--- src/disk_status_params.svh ---
// offsets, field positions, reset values and timing counts for the disk status block
`ifndef DISK_STATUS_PARAMS_SVH
`define DISK_STATUS_PARAMS_SVH
`define ADDR_PARAM_WORD    4'h0
`define ADDR_STATUS_WORD   4'h1
`define ADDR_CAUSE_LATCH   4'h2
`define ADDR_UTIL_STATE    4'h3
`define ADDR_WIDTH         4
`define POS_UNIT           0
`define POS_CLASS          1
`define POS_RSVD2          2
`define POS_DELETED        3
`define POS_READY          4
`define POS_RETRY          5
`define POS_WPROT          6
`define POS_TWO_SIDED      7
`define POS_SHIP           7
`define POS_CODE_LO        8
`define POS_LAMP_LO        8
`define POS_TRACK0         14
`define POS_SEEK_DONE      15
`define POS_SUBTEST_LO     8
`define UTIL_RSVD_MASK     16'hf87c
`define STATUS_RESET       16'h0000
`define XFER_TIMEOUT_MS    20
`define CLK_HZ             25000000
`define XFER_TIMEOUT_CYC   ((`XFER_TIMEOUT_MS * `CLK_HZ) / 1000)
`endif

--- src/disk_status_pkg.sv ---
// types shared by the disk status block
package disk_status_pkg;
  typedef enum logic [5:0] {
    ec_none         = 6'h00,
    ec_bad_head     = 6'h01,
    ec_bad_sector   = 6'h02,
    ec_bad_cylinder = 6'h03,
    ec_bad_logical  = 6'h04,
    ec_register_to  = 6'h05,
    ec_bad_drv_type = 6'h07,
    ec_head_select  = 6'h09,
    ec_wr_protect   = 6'h0a,
    ec_deleted_data = 6'h0b,
    ec_seek_error   = 6'h0f,
    ec_data_crc     = 6'h12,
    ec_xfer_timeout = 6'h15,
    ec_flaw_map_bad = 6'h1b,
    ec_flawed_sect  = 6'h21,
    ec_internal     = 6'h30
  } err_code_t;
  typedef enum logic [1:0] {
    cmd_other,
    cmd_seek,
    cmd_maint,
    cmd_utility
  } cmd_kind_t;
endpackage : disk_status_pkg

--- src/xfer_watchdog.sv ---
// watchdog that abandons a host memory access left pending too long
`include "disk_status_params.svh"
module xfer_watchdog #(
  parameter int unsigned LIMIT = `XFER_TIMEOUT_CYC
) (
  input  wire logic clk,
  input  wire logic rstn,
  input  wire logic req,
  input  wire logic ack,
  output logic      abandon,
  output logic      expired
);
  localparam int unsigned CW = $clog2(LIMIT + 1);
  logic [CW-1:0] cnt_q;
  logic          exp_q;
  wire           at_limit = (cnt_q == CW'(LIMIT - 1));

  always_ff @(posedge clk or negedge rstn) begin
    if (!rstn) begin
      cnt_q <= '0;
      exp_q <= 1'b0;
    end else begin
      cnt_q <= (req && !ack && !at_limit) ? cnt_q + CW'(1) : '0;
      exp_q <= req && !ack && at_limit;
    end
  end

  assign abandon = req && !ack && at_limit;
  assign expired = exp_q;
endmodule : xfer_watchdog

--- src/error_priority.sv ---
// picks the single error code reported for a command
module error_priority
  import disk_status_pkg::*;
(
  input  wire logic [15:0] cause,
  input  wire logic        skip_deleted,
  input  wire logic        logical_mode,
  input  wire logic        internal_fault,
  output err_code_t        code
);
  // cause bit order is the priority order; the flaw map fault sits above the crc bit, the access timeout below it
  // so a bad flaw map read never hides behind a data check failure
  localparam err_code_t table_c [16] = '{
    ec_internal, ec_flaw_map_bad, ec_bad_drv_type, ec_wr_protect,
    ec_bad_head, ec_bad_sector, ec_bad_cylinder, ec_bad_logical,
    ec_register_to, ec_head_select, ec_seek_error, ec_flawed_sect,
    ec_deleted_data, ec_data_crc, ec_xfer_timeout, ec_none
  };
  logic [15:0] live;
  always_comb begin
    live = cause;
    live[0] = internal_fault;
    live[11] = cause[11] && !logical_mode;
    live[12] = cause[12] && !skip_deleted;
    live[15] = 1'b0;
    code = ec_none;
    for (int i = 15; i >= 0; i--) begin
      if (live[i]) begin
        code = table_c[i];
      end
    end
  end
endmodule : error_priority

--- src/disk_status_utility.sv ---
// completion status word builder and utility/maintenance parameter decoder
//
// Contract
// - maintenance word: bits 1,0 unit, upper subtest
// - lamp bits 10..8 drive three indicators
// - bit 7 parks selected fixed drive
// - status word posted at command end
// - bit 15: explicit seek finished on unit
// - bit 14: head at track zero
// - bits 13..8 error code, zero none
// - codes 1-4 for address range faults
// - code 5 registration timeout
// - code 7 unused drive type
// - code 9 wrong head after revolution
// - code 10 write to protected media
// - code 11 deleted mark unless skipping; the code raises it for floppy units only
// - code 21 after 20 ms access timeout
// - code 15 wrong cylinder after positioning
// - code 27 no flaw map; access over crc
// - code 33 flawed sector, physical addressing
// - 35-47 unused, 48-63 internal faults
// - bit 7 two-sided only for floppy
// - bits 6,4,3 protect, ready, deleted mark
// - bit 5 retries or correction used
// - error flag implies nonzero code
//
// Decided for this implementation: strobed register access and the address map.
`include "disk_status_params.svh"
module disk_status_utility
  import disk_status_pkg::*;
#(
  parameter int unsigned XFER_LIMIT = `XFER_TIMEOUT_CYC,
  parameter int unsigned LAMPS      = 3
) (
  input  wire logic                   clk,
  input  wire logic                   rstn,
  input  wire logic [`ADDR_WIDTH-1:0] addr,
  input  wire logic [15:0]            wdata,
  input  wire logic                   wr,
  input  wire logic                   rd,
  output logic      [15:0]            rdata,
  input  wire disk_status_pkg::cmd_kind_t cmd_kind,
  input  wire logic                   cmd_start,
  input  wire logic                   cmd_end,
  input  wire logic                   cmd_fail,
  input  wire logic                   done_flag,
  input  wire logic                   seek_complete,
  input  wire logic                   track_zero,
  input  wire logic                   unit_ready,
  input  wire logic                   unit_protected,
  input  wire logic                   write_protect_jumper,
  input  wire logic                   ext_protect_open,
  input  wire logic                   two_sided_media,
  input  wire logic                   eight_inch,
  input  wire logic                   legacy_format,
  input  wire logic                   deleted_mark_seen,
  input  wire logic                   deleted_skip_enable,
  input  wire logic                   logical_addressing,
  input  wire logic                   retry_event,
  input  wire logic [15:0]            fault_events,
  input  wire logic                   mem_req,
  input  wire logic                   mem_ack,
  output logic                        mem_abandon,
  output logic      [LAMPS-1:0]       lamps,
  output logic                        ship_zone_park,
  output logic      [1:0]             drive_select,
  output logic      [7:0]             subtest,
  output logic                        status_valid,
  output logic                        error_flag
);
  ////////////////////////////////////////////////////////////////////////////
  // register bus decode
  function automatic logic hit(input logic [`ADDR_WIDTH-1:0] a, input logic [`ADDR_WIDTH-1:0] off);
    hit = (a == off);
  endfunction : hit

  wire param_wr  = wr && hit(addr, `ADDR_PARAM_WORD);
  wire status_rd = rd && hit(addr, `ADDR_STATUS_WORD);

  ////////////////////////////////////////////////////////////////////////////
  // state
  logic [15:0]      status_q, status_d;
  logic [15:0]      cause_q;
  logic [LAMPS-1:0] lamps_q;
  logic             park_q;
  logic [1:0]       unit_q;
  logic [7:0]       subtest_q;
  logic             seek_cmd_q;
  logic             seek_done_q;
  logic             retry_q;
  logic             deleted_q;
  logic             valid_q;
  logic             err_q;
  logic [15:0]      rdata_q;
  err_code_t        code;
  logic             timeout_hit;

  xfer_watchdog #(.LIMIT(XFER_LIMIT)) u_wdog (
    .clk     (clk),
    .rstn    (rstn),
    .req     (mem_req),
    .ack     (mem_ack),
    .abandon (mem_abandon),
    .expired (timeout_hit)
  );

  ////////////////////////////////////////////////////////////////////////////
  // cause collection: bit positions follow the priority table
  wire media_protect = unit_protected || (unit_q == 2'b10 && (!write_protect_jumper || ext_protect_open));
  wire [15:0] cause_new = {1'b0,
                           timeout_hit,
                           fault_events[13],
                           deleted_mark_seen && !unit_q[1],
                           fault_events[11],
                           fault_events[10:4],
                           fault_events[3],
                           fault_events[2:0]};

  error_priority u_prio (
    .cause          (cause_q),
    .skip_deleted   (deleted_skip_enable),
    .logical_mode   (logical_addressing),
    .internal_fault (cause_q[0]),
    .code           (code)
  );

  // an error termination with no recorded cause still reports an internal fault
  wire [5:0] final_code = (cmd_fail && code == ec_none) ? 6'(ec_internal) : 6'(code);
  wire       is_floppy  = !unit_q[1];
  wire       two_sided  = is_floppy && (eight_inch ? two_sided_media : !legacy_format);

  always_comb begin
    status_d = `STATUS_RESET;
    status_d[`POS_SEEK_DONE] = seek_done_q;
    status_d[`POS_TRACK0] = track_zero;
    status_d[`POS_CODE_LO +: 6] = final_code;
    status_d[`POS_TWO_SIDED] = two_sided;
    status_d[`POS_WPROT] = media_protect;
    status_d[`POS_RETRY] = retry_q || retry_event;
    status_d[`POS_READY] = unit_ready;
    status_d[`POS_DELETED] = deleted_q || deleted_mark_seen;
    status_d[`POS_RSVD2] = 1'b0;
    status_d[`POS_CLASS] = unit_q[1];
    status_d[`POS_UNIT] = unit_q[0];
  end

  ////////////////////////////////////////////////////////////////////////////
  // parameter word capture
  always_ff @(posedge clk or negedge rstn) begin
    if (!rstn) begin
      unit_q    <= 2'h0;
      subtest_q <= 8'h00;
      lamps_q   <= '0;
      park_q    <= 1'b0;
    end else if (param_wr) begin
      unit_q <= wdata[1:0];
      park_q <= (cmd_kind == cmd_utility) && wdata[`POS_SHIP] && wdata[`POS_CLASS];
      if (cmd_kind == cmd_maint) begin
        subtest_q <= wdata[15:8];
      end
      if (cmd_kind == cmd_utility) begin
        lamps_q <= wdata[`POS_LAMP_LO +: LAMPS];
      end
    end else begin
      park_q <= 1'b0;
    end
  end

  ////////////////////////////////////////////////////////////////////////////
  // per-command event flags; a new event beats the clear at command start
  // a seek completion seen at command start counts only for the new command
  wire seek_live = cmd_start ? (cmd_kind == cmd_seek) : seek_cmd_q;
  always_ff @(posedge clk or negedge rstn) begin
    if (!rstn) begin
      cause_q     <= 16'h0000;
      retry_q     <= 1'b0;
      deleted_q   <= 1'b0;
      seek_cmd_q  <= 1'b0;
      seek_done_q <= 1'b0;
    end else begin
      cause_q     <= (cmd_start ? 16'h0000 : cause_q) | cause_new;
      retry_q     <= (!cmd_start && retry_q) || retry_event;
      deleted_q   <= (!cmd_start && deleted_q) || deleted_mark_seen;
      seek_cmd_q  <= cmd_start ? (cmd_kind == cmd_seek) : seek_cmd_q;
      seek_done_q <= (!cmd_start && seek_done_q) || (seek_live && seek_complete);
    end
  end

  ////////////////////////////////////////////////////////////////////////////
  // completion word, posted when the command ends
  always_ff @(posedge clk or negedge rstn) begin
    if (!rstn) begin
      status_q <= `STATUS_RESET;
      valid_q  <= 1'b0;
      err_q    <= 1'b0;
    end else if (cmd_end) begin
      status_q <= status_d;
      valid_q  <= 1'b1;
      err_q    <= cmd_fail;
    end else if (cmd_start) begin
      valid_q <= 1'b0;
      err_q   <= 1'b0;
    end
  end

  ////////////////////////////////////////////////////////////////////////////
  // read port: the word is only handed out while done is set
  wire [15:0] rd_mux = status_rd ? (done_flag ? status_q : 16'h0000) :
                       (rd && hit(addr, `ADDR_CAUSE_LATCH)) ? cause_q :
                       (rd && hit(addr, `ADDR_UTIL_STATE)) ?
                         {5'h00, lamps_q, park_q, subtest_q[4:0], unit_q} : 16'h0000;

  always_ff @(posedge clk or negedge rstn) begin
    if (!rstn) begin
      rdata_q <= 16'h0000;
    end else begin
      rdata_q <= rd_mux;
    end
  end

  assign rdata          = rdata_q;
  assign lamps          = lamps_q;
  assign ship_zone_park = park_q;
  assign drive_select   = unit_q;
  assign subtest        = subtest_q;
  assign status_valid   = valid_q;
  assign error_flag     = err_q;
endmodule : disk_status_utility

--- config.mk ---
export PLATFORM = sky130hd
export DESIGN_NAME = disk_status_utility
export DESIGN_NICKNAME = d
export VERILOG_FILES = /design/src/disk_status_pkg.sv /design/src/xfer_watchdog.sv /design/src/error_priority.sv /design/src/disk_status_utility.sv
export VERILOG_INCLUDE_DIRS = /design/src /design/src/src
export SDC_FILE = /design/constraint.sdc
export NUM_CORES = 1
export LEC_CHECK = 0
export CORE_AREA = 2 2 79 81
export DETAILED_ROUTE_END_ITERATION = 7
export DIE_AREA = 0 0 81 83
export DONT_BUFFER_PORTS = 1
export GPL_TIMING_DRIVEN = 0
export PLACE_DENSITY = 0.8
export SLEW_MARGIN = 20
export SYNTH_ARGS = -nofsm -noshare
export SYNTH_HDL_FRONTEND = slang
export SYNTH_SLANG_ARGS = --single-unit
--- constraint.sdc ---
create_clock -name clk -period 4.84 [get_ports clk]
set_input_delay 0.726 -clock clk [delete_from_list [all_inputs] [get_ports clk]]
set_output_delay 0.726 -clock clk [all_outputs]
set_load 0.02 [all_outputs]
After elaboration in Yosys (flattened, before gate mapping)
Index checks and enable logic that the tools add are counted.
{"block": "op_classes", "addsub": 1, "n_eq_ne": 8, "muxes": 28, "bitwise_logic": 1, "reduce_logical": 39}
{"cell": "$mux W6", "n": 13}
{"cell": "$mux W16", "n": 4}
{"cell": "$add A19 B1 Y19 const B", "n": 1}
{"cell": "$eq A19 B19 Y1 const B", "n": 1}
{"cell": "$logic_and A1 B1 Y1", "n": 19}
{"cell": "$mux W19", "n": 1}
{"cell": "$or A16 B15 Y16", "n": 1}
{"cell": "$mux W5", "n": 3}
{"cell": "$mux W11", "n": 1}
{"cell": "$eq A4 B2 Y1 const B", "n": 2}
{"cell": "$logic_not A1 Y1", "n": 8}
{"cell": "$logic_or A1 B1 Y1", "n": 7}
{"cell": "$eq A2 B2 Y1 const B", "n": 3}
{"cell": "$logic_not A6 Y1", "n": 1}
{"cell": "$mux W1", "n": 6}
{"cell": "$eq A4 B1 Y1 const B", "n": 1}
{"cell": "$logic_not A4 Y1", "n": 1}
{"cell": "$reduce_and A2 Y1", "n": 2}
{"cell": "$eq A2 B1 Y1 const B", "n": 1}
{"cell": "$reduce_bool A2 Y1", "n": 1}
{"block": "word_totals", "register_bits": 87, "in_bits": 61, "out_inout_bits": 33, "wordCells": 92}

Depth between registers and ports, before layout
Gate-level depths: netlist of the first run.
{"block": "depth", "word_depth": 18, "mapped_depth": 7}

By module
Synthesis of the first run repeated with hierarchy kept, for this count alone.
{"block": "hier_totals", "cells_unflattened": 323, "hier_area_um2": 3818.7}
{"mod": "disk_status_utility", "n_inst": 1, "cells_per_inst": 187, "area_each_um2": 2603.7, "seq_area_each_um2": 1651.6}
{"mod": "xfer_watchdog", "n_inst": 1, "cells_per_inst": 101, "area_each_um2": 992.2, "seq_area_each_um2": 500.5}
{"mod": "error_priority", "n_inst": 1, "cells_per_inst": 35, "area_each_um2": 222.7, "seq_area_each_um2": 0.0}

Least setup slack after synthesis of the first run
Ideal clock, no wire load.
{"block": "synth_timing", "path_kind": "input port to flip-flop", "startpoint": "input port addr[0]", "endpoint": "register subtest_q[0], in the netlist subtest[0]", "setup_ps": 125, "arrival_time_ps": 1885, "t_required_ps": 4715, "setup_slack_ps": 2830, "path_stages": 7, "n_path_buf": 2, "path_cell_list": "clkbuf_1 > nor2_1 > and3_1 > buf_2 > nand2_1 > nor2_2 > mux2_2"}
{"block": "synth_between", "elab_chain_len": 3}
{"item": "from (decl)", "line": "disk_status_utility.sv:37", "text": "input wire logic [`ADDR_WIDTH-1:0] addr,"}
{"item": "$logic_not A4 Y1", "line": "disk_status_utility.sv:74", "text": "hit = (a == off);"}
{"item": "$logic_and A1 B1 Y1", "line": "disk_status_utility.sv:77", "text": "wire param_wr = wr && hit(addr, `ADDR_PARAM_WORD);"}
{"item": "$reduce_and A2 Y1 (no line)"}
{"item": "to (signal assigned)", "line": "disk_status_utility.sv:159", "text": "subtest_q <= wdata[15:8];"}
{"item": "to (decl)", "line": "disk_status_utility.sv:87", "text": "logic [7:0] subtest_q;"}
Every way passes these cells.
A chain may end at the register's enable or synchronous reset.

Final worst setup path of the first run
{"block": "layout_timing", "startpoint": "register u_wdog.cnt_q[15]", "endpoint": "output port mem_abandon"}
{"block": "layout_between", "elab_chain_len": 2}
{"item": "from (decl)", "line": "xfer_watchdog.sv:14", "text": "logic [CW-1:0] cnt_q;"}
{"item": "from (signal assigned)", "line": "xfer_watchdog.sv:23", "text": "cnt_q <= (req && !ack && !at_limit) ? cnt_q + CW'(1) : '0;"}
{"item": "$eq A19 B19 Y1", "line": "xfer_watchdog.sv:16", "text": "wire at_limit = (cnt_q == CW'(LIMIT - 1));"}
{"item": "$logic_and A1 B1 Y1", "line": "xfer_watchdog.sv:28", "text": "assign abandon = req && !ack && at_limit;"}
{"item": "to (decl)", "line": "disk_status_utility.sv:63", "text": "output logic mem_abandon,"}
Every way passes these cells.

==> results of run 1 <==
==> report_power, final <==
group | internal (mW) | switching (mW) | total (mW)
sequential | 0.765 | 0.0647 | 0.830
combinational | 0.0522 | 0.0560 | 0.108
clock | 0.237 | 0.252 | 0.489
total | 1.05 | 0.373 | 1.43
==> critical path: cells and delay by family (launching register included) <==
family / cells / cell delay (ns)
and+or+nand+nor: 4 / 1.06
DFF: 1 / 0.41
==> cell type report <==
class / count / area, um2
sequential: 86 / 2150
fill: 469 / 1770
multi-input combinational: 230 / 1480
clock buffer: 10 / 128
tap: 75 / 93.8
buffer: 16 / 78.8
clock inverter: 6 / 62.6
inverter: 12 / 45.0
==> sequential cells by signal (all words and copies together), names as in the netlist, 2 cells and up <==
name	count
u_wdog.cnt_q	19
rdata	16
cause_q	15
status_q	15
subtest	8
lamps	3
drive_select	2
==> cell usage after synthesis, types with 3 or more instances <==
cell type / instances / area share
and4_1: 3 / 0.0070
a22o_1: 7 / 0.016
nor3_1: 7 / 0.0093
xnor2_1: 12 / 0.028
nand2b_1: 6 / 0.010
xor2_1: 5 / 0.012
and2_1: 3 / 0.0050
nor4_1: 4 / 0.0067
mux2i_1: 11 / 0.029
a21o_1: 18 / 0.036
nand4_1: 3 / 0.0050
nand3_1: 8 / 0.011
a21oi_1: 9 / 0.012
nand2_1: 30 / 0.030
buf_2: 3 / 0.0040
dfrtp_1: 86 / 0.57
clkbuf_1: 8 / 0.0080
inv_1: 12 / 0.012
mux2_2: 16 / 0.048
nor4b_1: 3 / 0.0070
o21ai_0: 19 / 0.025
nor2_1: 42 / 0.042
==> cell usage in the layout, fill, tap and decap left out, drive strengths merged, types with 2 or more instances in the layout <==
cell type,n
nor4b,3
o21ai,19
clkbuf,18
nand2b,6
nor3,7
xnor2,12
inv,12
nand3,8
xor2,5
nand4,3
clkinvlp,3
nor2,44
a32oi,2
nor4,5
a21oi,9
clkinv,2
mux2i,11
buf,8
dfrtp,86
mux2,16
o31ai,2
a21o,18
nand2,30
and2,3
and4,3
a22o,7
==> per-stage QoR <==
| step | worst slack (ns) | instances | instance area, um2 |
|---|---|---|---|
| 2_1_floorplan | 2.83 | 344 | 3760 |
| 3_3_place_gp | 2.59 | 419 | 3850 |
| 3_5_place_dp | 2.52 | 419 | 3850 |
| 4_1_cts | 2.27 | 435 | 4040 |
| 5_1_grt | 2.16 | 435 | 4040 |
| 6_report | 2.28 | 435 | 4040 |
==> layer usage <==
metal / global-route usage / wire length (um) / vias up
met5: 0 / 0 / -
met4: 0.0894 / 163 / 0
met3: 0.0750 / 521 / 14
met2: 0.435 / 4120 / 79
met1: 0.328 / 3380 / 1289
li1: - / - / 1219
==> kinds of logic (layout without fill, tap and decap cells) <==
| logic type | after synthesis | count (layout) | share of synthesized area |
|---|---|---|---|
| adders and majority gates | 1 | 1 | 0.00333 |
| DFF | 86 | 86 | 0.573 |
| muxes | 27 | 27 | 0.0772 |
| xor gates and xnor gates | 17 | 17 | 0.0396 |
| and+or+nand+nor | 118 | 118 | 0.153 |
| buffers and inverters | 28 | 44 | 0.0330 |
| AOI/OAI and AO/OA | 67 | 67 | 0.121 |
==> worst paths after layout <==
path                                            startpoint                     endpoint  slack (ns)
worst min-delay path                                  rstn  drive_select[0]$_DFFE_PN0P_        0.05
worst max-delay path            u_wdog.cnt_q[15]$_DFF_PN0_                  mem_abandon        2.28
max in group asynchronous                             rstn        cause_q[11]$_DFF_PN0_        4.65
min in group clk                  u_wdog.expired$_DFF_PN0_        cause_q[14]$_DFF_PN0_        0.44
worst max register to register  u_wdog.cnt_q[15]$_DFF_PN0_   u_wdog.cnt_q[16]$_DFF_PN0_        2.94
worst min register to register    u_wdog.expired$_DFF_PN0_        cause_q[14]$_DFF_PN0_        0.44
==> flow_summary.toml, run 1 <==
[synth]
async_reset_ff_frac = 1.00
seq_area_frac_synth = 0.573
syn_inst = 344
synth_cell_type_count = 46
synth-edff-count = 0
syn_nets = 406
ys_dominant_reg_cell = "dfrtp_1"
syn_avg_cell_area_um2 = 10.9
yosysWarnings = 0
syn_area_mm2 = 0.00376
ys_ff_latch = 86

[pwr]
p_per_area_mw_per_mm2 = 353
power_mw = 1.43
p_leak_nw = 1.81
vdd_drop_max_v = 0.000210

[sta]
hold_violations = 0
setup_viol = 0
rsz0062_at_grt = "false"
fin_crit_sh = 0.529
slew_violations = 0
period_minus_slack_ns = 2.56
worst_pin_slew_ns = 0.706
relSlewSlack = 0.525
tns_ns = 0
skew_ns = 0.00769
fmax_ghz = 0.391
worst_hold_slack_ns = 0.0500

[cells_and_area]
nets = 417
synthToLayoutAreaGrowth_pct = 7.56
drive_above_1_share = 0.111
diodes = 0
final_util = 0.695

[drt]
ant_nets = 0
vias = 2601
drcViolationCount = 0
wirelength_mm = 8.18
drtIter0Drc = 157
wl_per_cell_um = 18.8
routed_via_density = 5.98
dr.pass1.iters = 4

[clocking]
post_cts_buffers = 0
cts_sinks = 86
ctsHoldBuffers = 0
numCtsBuffers = 9
clkSlewWorstSetupHoldPaths_ns = 0.09
cts-root-buf = "clkbuf_8"
clock_path_buffers = 2
cts_tree = "done"
clk_latency_ns = 0.36
cts_resized = 0
htreeDepth = 3

[setup_path]
start_kind = "flip-flop"
cp-end-kind = "output pin"
worstRegToRegCells = 7
worstPathArrival_ns = 1.83
crit_path_max_fanout = 4
setup.worst_path.class = "flip-flop to output pin"
cp.required_ns = 4.11
critPathMaxStageDelay_ns = 0.41
crit_chain = "nand3_1 -> nor4b_1 -> nand4_1 -> nor2_1"
cpMaxStageDelayCell = "dfrtp_1"

[floorplan]
io_pins = 94
row_count = 28
start_util = 0.646
core-area_mm2 = 0.00582
die_w_um = 81
dieHeight_um = 83
dieArea_mm2 = 0.00672

[worst_hold_path]
hold_class = "primary input to async pin"

[global_route]
antenna_found_initial = 0
overflow = 0
first_global_vias = 2674
grt_first_pass_wirelength_mm = 13.4
grt_max_degree = 87
grt_usage = 0.263

[placed_design]
routabilityCongestion = 0.913
dp_hpwl_mm = 5.92
placement.io_buffers = 0

[run]
maxCapViolations = 0

[status]
status = "completed"
Note: power is estimated with default switching activity, not from simulation.
==> run 2: changes to the inputs <==
--- a/config.mk
+++ b/config.mk
@@ -6,12 +6,12 @@
 export SDC_FILE = /design/constraint.sdc
 export NUM_CORES = 1
 export LEC_CHECK = 0
-export CORE_AREA = 2 2 79 81
+export CORE_AREA = 2 2 85 87
 export DETAILED_ROUTE_END_ITERATION = 7
-export DIE_AREA = 0 0 81 83
+export DIE_AREA = 0 0 87 89
 export DONT_BUFFER_PORTS = 1
 export GPL_TIMING_DRIVEN = 0
-export PLACE_DENSITY = 0.8
+export PLACE_DENSITY = 0.73
 export SLEW_MARGIN = 20
 export SYNTH_ARGS = -nofsm -noshare
 export SYNTH_HDL_FRONTEND = slang
==> constraint.sdc (replaced) <==
create_clock -name clk -period 2.1 [get_ports clk]
set_input_delay 0.315 -clock clk [delete_from_list [all_inputs] [get_ports clk]]
set_output_delay 0.315 -clock clk [all_outputs]
set_load 0.02 [all_outputs]
==> flow_summary.toml, run 2 (synthesis gave the netlist of run 1 again) <==
[sta]
fmax_ghz = 0.500
worst_pin_slew_ns = 0.730
fin_crit_sh = 0.952
rsz0062_at_grt = "false"
period_minus_slack_ns = 2.00
skew_ns = 0.0111
worst_hold_slack_ns = -0.348
hold_violations = 86
tns_ns = 0
slew_violations = 0
worst_slack_ns = 0.100
setup_viol = 0
relSlewSlack = 0.513

[placed_design]
routabilityCongestion = 0.881
dp_slack_ns = 0.256
dp_hpwl_mm = 5.80
placement.io_buffers = 0

[cells_and_area]
final_cell_mix = "dfrtp_1, nor2_1, nand2_1"
top_register = "u_wdog.cnt_q"
drive_above_1_share = 0.111
largest_register_ffs = 19
diodes = 0
nets = 417
final_common_cell = "dfrtp_1"
final_util = 0.607
fill_cells = 557
synthToLayoutAreaGrowth_pct = 8.59

[drt]
wl_per_cell_um = 18.1
routed_via_density = 5.81
wirelength_mm = 7.98
ant_nets = 0
vias = 2556
drcViolationCount = 0
dr.pass1.iters = 4
drtIter0Drc = 167

[floorplan]
row_count = 30
core-area_mm2 = 0.00672
dieArea_mm2 = 0.00774
io_pins = 94
die_w_um = 87
start_util = 0.559
dieHeight_um = 89

[global_route]
antenna_found_initial = 0
overflow = 0
grt_use_met1 = 0.303
grt_max_degree = 87
first_global_vias = 2550
grt_first_pass_wirelength_mm = 12.7
met3_usage = 0.0572
grt_usage = 0.217
grtUsageMet2 = 0.332
busiest_layer = "met2"

[status]
violations = "negative hold slack"
status = "finished, violations left"

[setup_path]
worstPathArrival_ns = 1.68
cp-end-kind = "output pin"
cpMaxStageDelayCell = "dfrtp_1"
start_kind = "flip-flop"
critPathMaxStageDelay_ns = 0.40
crit_chain = "nand3_1 -> nor4b_1 -> nand4_1 -> nor2_4"
setup.worst_path.class = "flip-flop to output pin"
cp.required_ns = 1.78
crit_path_max_fanout = 4
worstRegToRegCells = 7

[clocking]
clock_path_buffers = 2
cts-root-buf = "clkbuf_8"
htreeDepth = 3
post_cts_buffers = 0
numCtsBuffers = 9
cts_sinks = 86
clk_latency_ns = 0.35
clkSlewWorstSetupHoldPaths_ns = 0.09
cts_tree = "done"

[pwr]
vdd_drop_max_v = 0.000351
p_leak_nw = 1.82
power_mw = 3.40
p_per_area_mw_per_mm2 = 833

[run]
maxCapViolations = 0

[worst_hold_path]
hold_class = "primary input to async pin"
-- run 2: worst max-delay path, delay by kind of cell (launching register included) --
kind | cells | cell delay, ns
flip-flops | 1 | 0.40
AND/OR/NAND/NOR | 4 | 0.95
-- run 2: worst paths after layout --
| kind | from | endpoint | slack [ns] |
|---|---|---|---|
| min in group clk | retry_event | retry_q$_DFF_PN0_ | 0.05 |
| max in group asynchronous | rstn | cause_q[11]$_DFF_PN0_ | 2.29 |
| worst max register to register | u_wdog.cnt_q[15]$_DFF_PN0_ | u_wdog.cnt_q[15]$_DFF_PN0_ | 0.20 |
| worst min register to register | u_wdog.expired$_DFF_PN0_ | cause_q[14]$_DFF_PN0_ | 0.43 |
| worst max-delay path | u_wdog.cnt_q[15]$_DFF_PN0_ | mem_abandon | 0.10 |
| worst min-delay path | rstn | rdata[11]$_DFF_PN0_ | -0.35 |
-- run 2: final cells by class --
cell class	instances	area (um2)	share of cell area
Sequential cell	86	2150	0.527
Multi-Input combinational cell	230	1490	0.365
Clock buffer	11	131	0.0322
Tap cell	80	100	0.0245
Clock inverter	5	83.8	0.0205
Buffer	16	78.8	0.0193
Inverter	12	45.0	0.0110
-- run 2: per-stage QoR --
step	area, um2	hold slack (ns)	std cells
floorplan	3760	0.0194	344
finish	4080	-0.348	440
global route	4080	-0.376	440
detailed placement	3860	0.0215	424
global placement	3860	0.0217	424
CTS	4080	-0.359	440
-- run 2: what timing repair did --
item	in CTS	in global routing
endpoints found under the hold margin	86	86
setup endpoints to repair	1	1
pin swaps	0	1
gates resized for setup	1	1
-- run 2: routing by layer --
layer | share of wire | wire (um) | vias to the layer above
met4 | 0.0095 | 76 | 0
met3 | 0.059 | 474 | 7
li1 | - | - | 1213
met2 | 0.48 | 3820 | 88
met5 | 0 | 0 | -
met1 | 0.45 | 3610 | 1248
-- run 2: report_power, final --
group	internal [mW]	total, mW	switching, mW	leakage, nW
combinational	0.120	0.247	0.127	0.627
sequential	1.76	1.91	0.143	1.10
clock	0.673	1.25	0.575	0.0998
total	2.56	3.40	0.845	1.82
==> run 3: changes to the inputs <==
--- a/config.mk
+++ b/config.mk
@@ -6,12 +6,14 @@
 export SDC_FILE = /design/constraint.sdc
 export NUM_CORES = 1
 export LEC_CHECK = 0
+export ABC_AREA = 1
 export CORE_AREA = 2 2 85 87
 export DETAILED_ROUTE_END_ITERATION = 7
 export DIE_AREA = 0 0 87 89
 export DONT_BUFFER_PORTS = 1
-export GPL_TIMING_DRIVEN = 0
-export PLACE_DENSITY = 0.73
+export GPL_TIMING_DRIVEN = 1
+export PLACE_DENSITY = 0.74
+export REMOVE_ABC_BUFFERS = 1
 export SLEW_MARGIN = 20
 export SYNTH_ARGS = -nofsm -noshare
 export SYNTH_HDL_FRONTEND = slang
==> flow_summary.toml, run 3 <==
[worst_hold_path]
hold_class = "primary input to async pin"

[sta]
worst_pin_slew_ns = 0.460
fin_crit_sh = 0.930
slew_violations = 0
tns_ns = 0
setup_viol = 0
worst_hold_slack_ns = -0.353
rsz0062_at_grt = "false"
relSlewSlack = 0.693
hold_violations = 86
worst_slack_ns = 0.147
period_minus_slack_ns = 1.95
skew_ns = 0.0126
fmax_ghz = 0.512

[setup_path]
cp_num_buf_inv = 2
cp-end-kind = "output pin"
worstRegToRegCells = 10
worstPathArrival_ns = 1.64
cpMaxStageDelayCell = "dfrtp_1"
r2r_start = "u_wdog.cnt_q[0]$_DFF_PN0_"
r2r-end = "u_wdog.cnt_q[10]$_DFF_PN0_"
critPathTopFamily = "simple AND/OR/NAND/NOR gates"
rrSetupSlack_ns = 0.36
cp.required_ns = 1.78
start_kind = "flip-flop"
crit_path_max_fanout = 3
critPathMaxStageDelay_ns = 0.39
crit_chain = "ha_1 -> nand2_1 -> inv_2 -> nand3_4 -> inv_1 -> nand3_1 -> nor2_4"
setup.worst_path.class = "flip-flop to output pin"

[floorplan]
row_count = 30
dieArea_mm2 = 0.00774
start_util = 0.569
io_pins = 94
core-area_mm2 = 0.00672
die_w_um = 87
dieHeight_um = 89

[global_route]
first_global_vias = 2792
grt_first_pass_wirelength_mm = 13.6
antenna_found_initial = 0
grt_max_degree = 87
grt_usage = 0.231
overflow = 0

[synth]
syn_area_mm2 = 0.00382
seq_area_frac_synth = 0.563
synth-edff-count = 0
yosysTopAreaCell = "dfrtp_1"
yosys-top-cells-count = "dfrtp_1, nand2_1, inv_1"
yosysMostFrequentCell = "dfrtp_1"
syn_avg_cell_area_um2 = 9.12
synth_area_leaders = "dfrtp_1, nand2_1, inv_1"
yosysWarnings = 0
ys_dominant_reg_cell = "dfrtp_1"
yosysTopAreaCellShare = 0.563
synth_cell_type_count = 38
syn_inst = 419
ys_ff_latch = 86
async_reset_ff_frac = 1.00

[drt]
drtIter0Drc = 150
wirelength_mm = 8.34
ant_nets = 0
vias = 2865
wl_per_cell_um = 16.4
dr.pass1.iters = 4
drcViolationCount = 0
routed_via_density = 5.65

[placed_design]
routabilityCongestion = 0.897
dp_slack_ns = 0.410
placement.io_buffers = 0
dp_hpwl_mm = 6.11
dp_cells = 492

[cells_and_area]
finish.cell_count_without_fillers = 507
final_common_cell = "dfrtp_1"
final_cell_mix = "dfrtp_1, nand2_1, inv_1"
nets = 485
top_register = "u_wdog.cnt_q"
fill_cells = 573
drive_above_1_share = 0.0913
synthToLayoutAreaGrowth_pct = 7.20
largest_register_ffs = 19
final_util = 0.610
diodes = 0

[clocking]
clock_path_buffers = 2
htreeDepth = 3
numCtsBuffers = 9
clkSlewWorstSetupHoldPaths_ns = 0.09
cts_tree = "done"
cts_sinks = 86
cts-root-buf = "clkbuf_8"
clk_latency_ns = 0.35

[pwr]
power_frac_comb = 0.062
vdd_drop_max_v = 0.000439
pwr-share-seq = 0.586
p_leak_nw = 1.96
p_switching_uw = 825
intPower_mw = 2.41
switching_share = 0.255
p_per_area_mw_per_mm2 = 791
clockPowerShare = 0.352

[status]
violations = "negative hold slack"
status = "finished, violations left"

[run]
maxCapViolations = 0
run 3: final cells by class:
| type | count | area, um2 | share of cell area |
|---|---|---|---|
| flip-flops and latches | 86 | 2150 | 0.525 |
| clock buffers | 12 | 145 | 0.0354 |
| well taps | 80 | 100 | 0.0244 |
| inverters | 62 | 233 | 0.0568 |
| multi-input cells | 260 | 1390 | 0.340 |
| clock inverters | 3 | 45.0 | 0.0110 |
| repair buffers | 4 | 30.0 | 0.00733 |
run 3: repair_timing:
action	CTS	global route
endpoints found under the hold margin	86	86
buffers inserted	0	0
endpoints found under the setup margin	0	1
resized for setup	0	2
run 3: worst max-delay path by stage:
stage,startpoint,endpoint,slack [ns],cells past startpoint
2_1_floorplan,u_wdog.cnt_q[0]$_DFF_PN0_,u_wdog.cnt_q[16]$_DFF_PN0_,0.45,10
4_1_cts,u_wdog.cnt_q[0]$_DFF_PN0_,mem_abandon,0.03,7
3_5_place_dp,u_wdog.cnt_q[0]$_DFF_PN0_,mem_abandon,0.41,7
3_3_place_gp,u_wdog.cnt_q[0]$_DFF_PN0_,mem_abandon,0.46,7
5_1_grt,u_wdog.cnt_q[0]$_DFF_PN0_,mem_abandon,0.03,7
6_report,u_wdog.cnt_q[0]$_DFF_PN0_,mem_abandon,0.15,7
run 3: worst reg2reg max path, cell delays in order (launching register included):
cell and delay (ns):
dfrtp_1 0.41, ha_1 0.23, nand2_1 0.10, inv_2 0.06
nand3_4 0.08, inv_1 0.08, nand3_1 0.15, nand3_1 0.11
inv_1 0.21, o21ai_0 0.13, a21oi_1 0.12
run 3: logic make-up (layout without fill, tap and decap cells):
family / after synthesis / count (layout) / synth area share
AOI/OAI and AO/OA: 85 / 85 / 0.137
xor gates and xnor gates: 2 / 2 / 0.00458
adders and majority gates: 1 / 1 / 0.00327
buffers and inverters: 73 / 81 / 0.0747
DFF: 86 / 86 / 0.563
muxes: 6 / 6 / 0.0177
and+or+nand+nor: 166 / 166 / 0.199
run 3: power groups by stage:
stage / clock network [mW] / logic [mW] / registers, mW
after global routing: 1.23 / 0.233 / 1.91
after CTS: 1.16 / 0.201 / 1.90
after floorplan: 0 / 0.157 / 1.90
final: 1.14 / 0.201 / 1.90
after detailed placement: 0 / 0.200 / 1.93
after global placement: 0 / 0.193 / 1.93
run 3: per-stage QoR:
stage	cell area [um2]	power (mW)
finish	4100	3.24
global route	4100	3.38
CTS	4090	3.26
detailed placement	3900	2.13
global placement	3900	2.12
floorplan	3770	2.06
run 3: metal layers:
layer | GRT usage | wire length [um] | up-vias
li1 | - | - | 1361
met4 | 0.0810 | 149 | 0
met5 | 0 | 0 | -
met3 | 0.0434 | 588 | 12
met1 | 0.317 | 3670 | 1377
met2 | 0.371 | 3930 | 115
